--- config.mk ---
export PLATFORM = sky130hd
export DESIGN_NAME = rcp_regs
export DESIGN_NICKNAME = d
export VERILOG_FILES = /design/src/rcp_regs.v /design/src/rcp_pulse.v
export VERILOG_INCLUDE_DIRS = /design/src /design/src/src
export SDC_FILE = /design/constraint.sdc
export NUM_CORES = 1
export LEC_CHECK = 0
export BUFFER_PORTS_ARGS = -buffer_cell sky130_fd_sc_hd__buf_4
export CAP_MARGIN = 15
export CORE_MARGIN = 2
export CORE_UTILIZATION = 52
export DETAILED_ROUTE_END_ITERATION = 6
export PLACE_DENSITY_LB_ADDON = 0.08
export SYNTH_ARGS = -nofsm -noshare
export SYNTH_HDL_FRONTEND = slang
export SYNTH_SLANG_ARGS = --single-unit
export TNS_END_PERCENT = 30
--- constraint.sdc ---
create_clock -name mclk -period 2.4 [get_ports mclk]
set_input_delay 0.12 -clock mclk [delete_from_list [all_inputs] [get_ports mclk]]
set_output_delay 0.12 -clock mclk [all_outputs]
set_load 0.02 [all_outputs]
--- src/rcp_map.vh ---
// Register map, field positions and reset values of configuration page two
`ifndef RCP_MAP_VH
`define RCP_MAP_VH

// Register offsets
`define RCP_OFS_RSVD_A      8'h20
`define RCP_OFS_SUM_HIGH    8'h21
`define RCP_OFS_SUM_LOW     8'h22
`define RCP_OFS_RSVD_B      8'h23
`define RCP_OFS_PULSE_WIDTH 8'h24
`define RCP_OFS_RSVD_C      8'h25
`define RCP_OFS_GAIN_CFG    8'h26
`define RCP_OFS_STATUS      8'h2f

// Reset values
`define RCP_RST_RSVD_A      8'h00
`define RCP_RST_SUM_BYTE    8'hff
`define RCP_RST_RSVD_B      8'h88
`define RCP_RST_PULSE_WIDTH 8'h26
`define RCP_RST_RSVD_C      8'h87
`define RCP_RST_GAIN_CFG    8'h48

// Gain config field layout
`define RCP_GAIN_HI         6
`define RCP_GAIN_LO         4
`define RCP_GAIN_RST        3'h4

// Status register bits
`define RCP_ST_DONE_BIT     0
`define RCP_ST_BUSY_BIT     1

// Gain values in dB
`define RCP_DB_18           6'h12
`define RCP_DB_23           6'h17
`define RCP_DB_33           6'h21
`define RCP_DB_38           6'h26
`define RCP_DB_43           6'h2b
`define RCP_DB_48           6'h30

`endif

--- src/rcp_regs.v ---
// Configuration page two register bank with checksum result, pulse width and gain
//
// Implementation choice: the address-and-strobe port.
`timescale 1ns/10ps
`include "rcp_map.vh"
module rcp_regs #(
    parameter ADDR_BITS = 8,
    parameter SUM_BITS  = 16
) (
    // Clock and reset
    input  wire                 mclk,
    input  wire                 rst,
    // Register port
    input  wire [ADDR_BITS-1:0] reg_addr,
    input  wire [7:0]           reg_wdata,
    input  wire                 reg_wr,
    input  wire                 reg_rd,
    output reg  [7:0]           reg_rdata,
    // Checksum engine
    input  wire [SUM_BITS-1:0]  sum_result,
    input  wire                 sum_load,
    input  wire                 checksum_done_flag,
    output reg                  sum_valid_q,
    // Modulator
    input  wire                 mod_start,
    output wire                 mod_pulse,
    output reg  [7:0]           pulse_width_value,
    // Receiver
    output reg  [2:0]           receiver_gain_select,
    output reg  [5:0]           gain_db
);

    // Local address decode
    localparam [ADDR_BITS-1:0] A_RSVD_A = `RCP_OFS_RSVD_A;
    localparam [ADDR_BITS-1:0] A_HIGH   = `RCP_OFS_SUM_HIGH;
    localparam [ADDR_BITS-1:0] A_LOW    = `RCP_OFS_SUM_LOW;
    localparam [ADDR_BITS-1:0] A_RSVD_B = `RCP_OFS_RSVD_B;
    localparam [ADDR_BITS-1:0] A_WIDTH  = `RCP_OFS_PULSE_WIDTH;
    localparam [ADDR_BITS-1:0] A_RSVD_C = `RCP_OFS_RSVD_C;
    localparam [ADDR_BITS-1:0] A_GAIN   = `RCP_OFS_GAIN_CFG;
    localparam [ADDR_BITS-1:0] A_STATUS = `RCP_OFS_STATUS;

    // Reserved bits of the gain register keep returning their reset pattern
    localparam [7:0]           GAIN_RST_BYTE = `RCP_RST_GAIN_CFG;

    // Stored state and combinational decode results
    reg [7:0]  sum_high_q;
    reg [7:0]  sum_low_q;
    reg [7:0]  width_q;
    reg [2:0]  gain_q;
    reg [7:0]  rdata_d;
    reg [5:0]  db_d;

    // Write strobes for the writable places only
    wire wr_width = reg_wr && (reg_addr == A_WIDTH);
    wire wr_gain  = reg_wr && (reg_addr == A_GAIN);

    // Checksum bytes are loaded only by the engine, never by software
    always @(posedge mclk) begin
        if (rst) begin
            sum_high_q <= `RCP_RST_SUM_BYTE;
            sum_low_q  <= `RCP_RST_SUM_BYTE;
        end else if (sum_load) begin
            sum_high_q <= sum_result[SUM_BITS-1:SUM_BITS-8];
            sum_low_q  <= sum_result[7:0];
        end
    end

    // Validity of the checksum follows the engine's done flag
    always @(posedge mclk) begin
        if (rst) begin
            sum_valid_q <= 1'b0;
        end else begin
            sum_valid_q <= checksum_done_flag;
        end
    end

    // Pulse width register
    always @(posedge mclk) begin
        if (rst) begin
            width_q <= `RCP_RST_PULSE_WIDTH;
        end else if (wr_width) begin
            width_q <= reg_wdata;
        end
    end

    // Gain field; reserved bits of the write are dropped
    always @(posedge mclk) begin
        if (rst) begin
            gain_q <= `RCP_GAIN_RST;
        end else if (wr_gain) begin
            gain_q <= reg_wdata[`RCP_GAIN_HI:`RCP_GAIN_LO];
        end
    end

    // Decode of the gain code into dB
    always @* begin
        case (gain_q)
            3'h0:    db_d = `RCP_DB_18;
            3'h1:    db_d = `RCP_DB_23;
            3'h2:    db_d = `RCP_DB_18;
            3'h3:    db_d = `RCP_DB_23;
            3'h4:    db_d = `RCP_DB_33;
            3'h5:    db_d = `RCP_DB_38;
            3'h6:    db_d = `RCP_DB_43;
            default: db_d = `RCP_DB_48;
        endcase
    end

    // Registered copies of the settings for the analogue and modulator sides
    always @(posedge mclk) begin
        if (rst) begin
            pulse_width_value    <= `RCP_RST_PULSE_WIDTH;
            receiver_gain_select <= `RCP_GAIN_RST;
            gain_db              <= `RCP_DB_33;
        end else begin
            pulse_width_value    <= width_q;
            receiver_gain_select <= gain_q;
            gain_db              <= db_d;
        end
    end

    // Read mux; reserved places return constants whatever was written
    always @* begin
        case (reg_addr)
            A_RSVD_A: rdata_d = `RCP_RST_RSVD_A;
            A_HIGH:   rdata_d = sum_high_q;
            A_LOW:    rdata_d = sum_low_q;
            A_RSVD_B: rdata_d = `RCP_RST_RSVD_B;
            A_WIDTH:  rdata_d = width_q;
            A_RSVD_C: rdata_d = `RCP_RST_RSVD_C;
            A_GAIN:   rdata_d = {GAIN_RST_BYTE[7], gain_q, GAIN_RST_BYTE[3:0]};
            A_STATUS: rdata_d = {6'h00, mod_pulse, sum_valid_q};
            default:  rdata_d = 8'h00;
        endcase
    end

    // Read data stands only in the cycle after the read strobe
    always @(posedge mclk) begin
        if (rst) begin
            reg_rdata <= 8'h00;
        end else if (reg_rd) begin
            reg_rdata <= rdata_d;
        end else begin
            reg_rdata <= 8'h00;
        end
    end

    // Modulation pulse generator; width limit is left to software
    rcp_pulse #(
        .WIDTH_BITS (8)
    ) u_pulse (
        .mclk    (mclk),
        .rst     (rst),
        .start   (mod_start),
        .width   (width_q),
        .pulse_q (mod_pulse)
    );

endmodule // rcp_regs

--- src/rcp_pulse.v ---
// Modulation pulse generator: one start gives a pulse of width plus one cycles
`timescale 1ns/10ps
module rcp_pulse #(
    parameter WIDTH_BITS = 8
) (
    // Clock and reset
    input  wire                  mclk,
    input  wire                  rst,
    // Control
    input  wire                  start,
    input  wire [WIDTH_BITS-1:0] width,
    // Pulse
    output reg                   pulse_q
);

    reg [WIDTH_BITS-1:0] cnt_q;

    // Start is ignored while a pulse runs; width is sampled at the start
    always @(posedge mclk) begin
        if (rst) begin
            pulse_q <= 1'b0;
            cnt_q   <= {WIDTH_BITS{1'b0}};
        end else if (pulse_q) begin
            if (cnt_q == {WIDTH_BITS{1'b0}}) begin
                pulse_q <= 1'b0;
            end else begin
                cnt_q <= cnt_q - 1'b1;
            end
        end else if (start) begin
            pulse_q <= 1'b1;
            cnt_q   <= width;
        end
    end

endmodule // rcp_pulse

* Word level (Yosys, flattened, before mapping) *
Index checks and enable logic that the tools add are counted.

cells by class
  bitwise gates (word level) = 1
  reductions and logical operators = 9
  eq/ne operators = 14
  $add $sub $neg = 1
  muxes and demuxes = 8

operators by type and width
  cell                                                 number
  equality test 8 x 6 -> 1 bit, second input constant  7
  case mux 8 bit (7 select lines)                      1
  case mux 6 bit (5 select lines)                      1
  two-way mux 8 bit                                    3
  equality test 3 bit, second input constant           3
  logical NOT 8 bit                                    1
  subtractor 8 x 1 -> 8 bit, second input constant     1
  equality test 3 x 2 -> 1 bit, second input constant  2
  OR reduction 2 bit                                   3
  equality test 3 x 1 -> 1 bit, second input constant  1
  logical NOT 3 bit                                    1
  two-way mux 1 bit                                    3
  logical AND 1 bit                                    2
  inequality test 2 bit, second input constant         1
  AND reduction 2 bit                                  1
  nonzero test 2 bit                                   1
  inverter 1 bit                                       1

word-level totals
  input bits = 39
  output and inout bits = 27
  bits in registers = 62
  logic and storage cells = 44

* Longest topological paths before layout *
  word-level depth = 3
  gate-level depth with buffers = 6
  depth with buffers taken out = 6

* Modules after synthesis *
Synthesis repeated with hierarchy kept, for this count alone.

unflattened totals
  cell total of the unflattened synthesis = 284
  area, all modules = 2731.4 µm²

modules (own cells, without submodules)
  module     area an instance (µm²)  cells an instance  instances  sequential area each (µm²)
  rcp_regs   2132.0                  215                1          1061.0
  rcp_pulse  599.3                   69                 1          180.2

* Least setup slack after synthesis *
No wires, ideal clock.

  path kind = register to register
  start = register u_pulse.pulse_q
  end = register u_pulse.cnt_q[7]
  setup slack = 0.563 ns
  stages on the path, launching flop included = 6
  buffers on the path = 1
  clock period less this slack = 1.837 ns
  data required time = 2.326 ns
  setup time = 0.074 ns
  arrival = 1.762 ns
  cells stage by stage = dfxtp_1 > clkbuf_1 > inv_1 > or4_4 > or3_1 > a31oi_1

on the way
  longest elaborated chain between the ends = 2
  elaborated cells between the ends (all ways) = 4
  classes of those cells = 1 x eq/ne; 1 x mux; 2 x reduce/logical

RTL lines
  what                                                                   line            source
  start, declared                                                        rcp_pulse.v:13  output reg pulse_q
  start signal, assigned                                                 rcp_pulse.v:21  pulse_q <= 1'b0;
  start signal, assigned                                                 rcp_pulse.v:25  pulse_q <= 1'b0;
  start signal, assigned                                                 rcp_pulse.v:30  pulse_q <= 1'b1;
  inequality test 2 bit (no line) or nonzero test 2 bit (tied branches)  --
  AND reduction 2 bit (no line)                                          --
  end signal, assigned                                                   rcp_pulse.v:22  cnt_q <= {WIDTH_BITS{1'b0}};
  end signal, assigned                                                   rcp_pulse.v:27  cnt_q <= cnt_q - 1'b1;
  end signal, assigned                                                   rcp_pulse.v:31  cnt_q <= width;
  end, declared                                                          rcp_pulse.v:16  reg [WIDTH_BITS-1:0] cnt_q;

Several ways; a longest one is shown, not always the timed one.
A chain may end at the register's enable or synchronous reset.

* Worst setup path in the final report *
  start = register u_pulse.cnt_q[0]
  end = register u_pulse.cnt_q[7]

on the way
  longest elaborated chain between the ends = 3
  elaborated cells between the ends (all ways) = 6
  classes of those cells = 1 x add/sub; 1 x eq/ne; 2 x mux; 2 x reduce/logical

RTL lines
  what                                                            line
  subtractor 8 x 1 -> 8 bit or logical NOT 8 bit (tied branches)  rcp_pulse.v:27, rcp_pulse.v:24
  two-way mux 8 bit or inequality test 2 bit (tied branches)      --
  two-way mux 8 bit or AND reduction 2 bit (tied branches)        --

Several ways; a longest one is shown, not always the timed one. The select of a mux whose other input is x is not followed.

==> results_dict.tcl <==
set metrics [dict create \
    status "finished, final reports clean" \
    h-tree-depth 3 \
    cts.clk_slew.worst_paths_ns 0.07 \
    cts_tree "yes" \
    slowest_stage "or4_4" \
    max_stage_delay_ns 0.55 \
    cts_made_buffers 9 \
    root_buffer "clkbuf_8" \
    start_util 0.547 \
    drt-total-wl_mm 6.10 \
    rows 25 \
    leakage_uw 0.00142 \
    wire_per_inst_um 13.9 \
    synth_warnings 0 \
    fin_crit_sh 0.790 \
    synth-seq-area-share 0.471 \
    path_cells "or4_4 > or4_4 > or3_1 > a31oi_1" \
    die-area_um2 5660 \
    antenna_found_initial 0 \
    ir_worst_vdd_mv 0.408 \
    core_area_um2 4820 \
    ant_nets 0 \
    clkPwrFrac 0.366 \
    grt_pass1_vias 2143 \
    route.detailed.drc 0 \
    fmax_ghz 0.527 \
    period_minus_slack_ns 1.90 \
    drive_gt1_frac 0.266 \
    die_w_um 75.2 \
    clk_latency_ns 0.34 \
    synth_area_leader_cell "dfxtp_1" \
    clock_skew_ns 0.00794 \
    netSwitchingPower_uw 590 \
    yosys-top-cells-area "dfxtp_1 (47%), a211o_1 (7.0%), nor2b_1 (6.4%), nor2_1 (4.6%), a21oi_1 (4.2%)" \
    max_slew_margin 0.616 \
    ioPinCount 66 \
    final_max_slew_viol_count 0 \
    ys_ff_latch 62 \
    clock_sinks 62 \
    die_y_um 75.2 \
    routabilityCongestion 0.877 \
    clk_path_buf_depth 2 \
    track_usage 0.234 \
    worst_pin_slew_ns 0.571 \
    cp.required_ns 2.66 \
    portBuffers 65 \
    viasPerCell 5.36 \
    crit_top_cell "or4_4" \
    swShare 0.267 \
    power_frac_seq 0.495 \
    vias 2352 \
    reg2reg_slack_ns 0.50 \
    grt_pass1_wl_mm 9.85 \
    dp_cells 406 \
    path_class "reg2reg" \
    synth_edf_count 0 \
    cp-start-kind "flop" \
    drt_iter0_drc 173 \
    p_total_uw 2210 \
    arrival_ns 2.16 \
    power_density_nw_per_um2 632 \
    synth_area_um2 2640 \
    firstDrtPassIters 4 \
    async_flop_share 0 \
    syn_nets 333 \
    p_int_uw 1620 \
    fin_nets 410 \
    yosysTopAreaCellShare 0.471 \
    n_antenna_cell 0 \
    hold_class "in2reg" \
    fill_cells 412 \
    gr-total-overflow 0 \
    synth_top_flop_cell "dfxtp_1" \
    synth_cell_types 46 \
    tns_ns 0 \
    maxCapViolCount 0 \
    crit_path_max_fanout 4 \
    post_cts_resized 0 \
    dpl_cell_area_um2 3150 \
    worstSetupEndpointType "flop" \
    finish.instance_area_um2 3500 \
    hpwlAfterDp_mm 4.10 \
    area_growth_pct 32.8 \
    rsz0062_at_grt "false" \
    postSynthAreaPerCell_um2 9.09 \
    finalNonFillerCells 439 \
    report.final.hold_viol_count 0 \
    p_comb_frac 0.138 \
    setup_viol 0 \
    syn_inst 290 \
    grt_max_degree 57 \
    holdBufCountCts 17 \
    post_cts_buffers 0 \
]
cells in the mapped netlist, drive strengths merged (2+ instances only):
cell type and count:
a211o 21, ha 4, or4 2, a21o 3
dfxtp 62, buf 4, nand2 18, nor2b 27
nor4 6, a221oi 4, inv 13, clkbuf 15
or3 2, a31oi 2, o21ai 8, a22oi 2
or2 6, nor2 32, nand2b 2, o22ai 2
nor3 6, a2111oi 2, a21oi 22, mux2i 8
worst paths after layout:
check / start / endpoint / cells after the start
worst max-delay path: u_pulse.cnt_q[0] / u_pulse.cnt_q[7] / 4
worst min-delay path: reg_wdata[0] / width_q[0] / 3
worst max register to register: u_pulse.cnt_q[0] / u_pulse.cnt_q[7] / 4
worst min register to register: width_q[5] / reg_rdata[5] / 2
registers in the layout (all words and copies together), names as in the netlist:
name,flops
sum_valid_q,1
receiver_gain_select,3
sum_high_q,8
sum_low_q,8
width_q,8
pulse_width_value,8
u_pulse.pulse_q,1
gain_q,3
gain_db,6
u_pulse.cnt_q,8
reg_rdata,8
power by group through the flow:
stage                     Clock [µW]  Combinational [µW]  Sequential [µW]
after global placement             0                 275             1120
after global routing             869                 338             1100
after CTS                        821                 303             1090
final                            810                 306             1100
after detailed placement           0                 280             1120
after floorplan                    0                 182             1110
per-stage QoR:
| stage | utilization | hold slack [ns] | setup slack (ns) |
|---|---|---|---|
| global placement | 0.655 | 0.324 | 0.549 |
| finish | 0.727 | 0.0115 | 0.503 |
| CTS | 0.727 | 0.00219 | 0.501 |
| detailed placement | 0.655 | 0.331 | 0.474 |
| global route | 0.727 | 0.0428 | 0.430 |
| floorplan | - | 0.238 | 0.563 |
layer usage:
metal,global-route usage,wire (µm),share of wire,vias to the layer above
li1,-,-,-,1175
met1,0.307,2720,0.45,1078
met2,0.364,2790,0.46,81
met3,0.0442,430,0.071,18
met4,0.125,155,0.025,0
met5,0,0,0,-
final cells by class:
cell class,instances,area [µm²],share of cell area
multi-input cells,196,1270,0.363
flip-flops and latches,62,1240,0.355
repair buffers,85,681,0.194
clock buffers,11,141,0.0404
well taps,67,83.8,0.0239
inverters,13,48.8,0.0139
clock inverters,5,35.0,0.0100
worst max-delay path, delay by kind of cell, from the launching register on:
kind	cells	cell delay, ns
AOI/OAI and AO/OA	1	0.15
DFF	1	0.33
and+or+nand+nor	3	1.33
layout by cell type, fill, tap and decap left out, drive strengths merged, types with 6 or more instances in the layout:
cell         instances
a211o               21
clkbuf              11
nor2b               27
mux2i                8
nand2               18
nor2                32
o21ai                8
dfxtp               62
or2                  6
buf                 68
nor3                 6
inv                 13
a21oi               22
nor4                 6
dlygate4sd3         17
logic make-up (layout without fill, tap and decap cells):
logic type / count (synthesis) / in the layout / synth area share
XOR/XNOR: 1 / 1 / 0.00332
AO/OA/AOI/OAI: 76 / 76 / 0.207
buffers and inverters: 32 / 114 / 0.0475
multiplexers: 9 / 9 / 0.0346
adder cells (fa/ha/maj): 4 / 4 / 0.0190
flip-flops: 62 / 62 / 0.471
AND/OR/NAND/NOR: 106 / 106 / 0.218
Power figures use the tool's default switching activity.
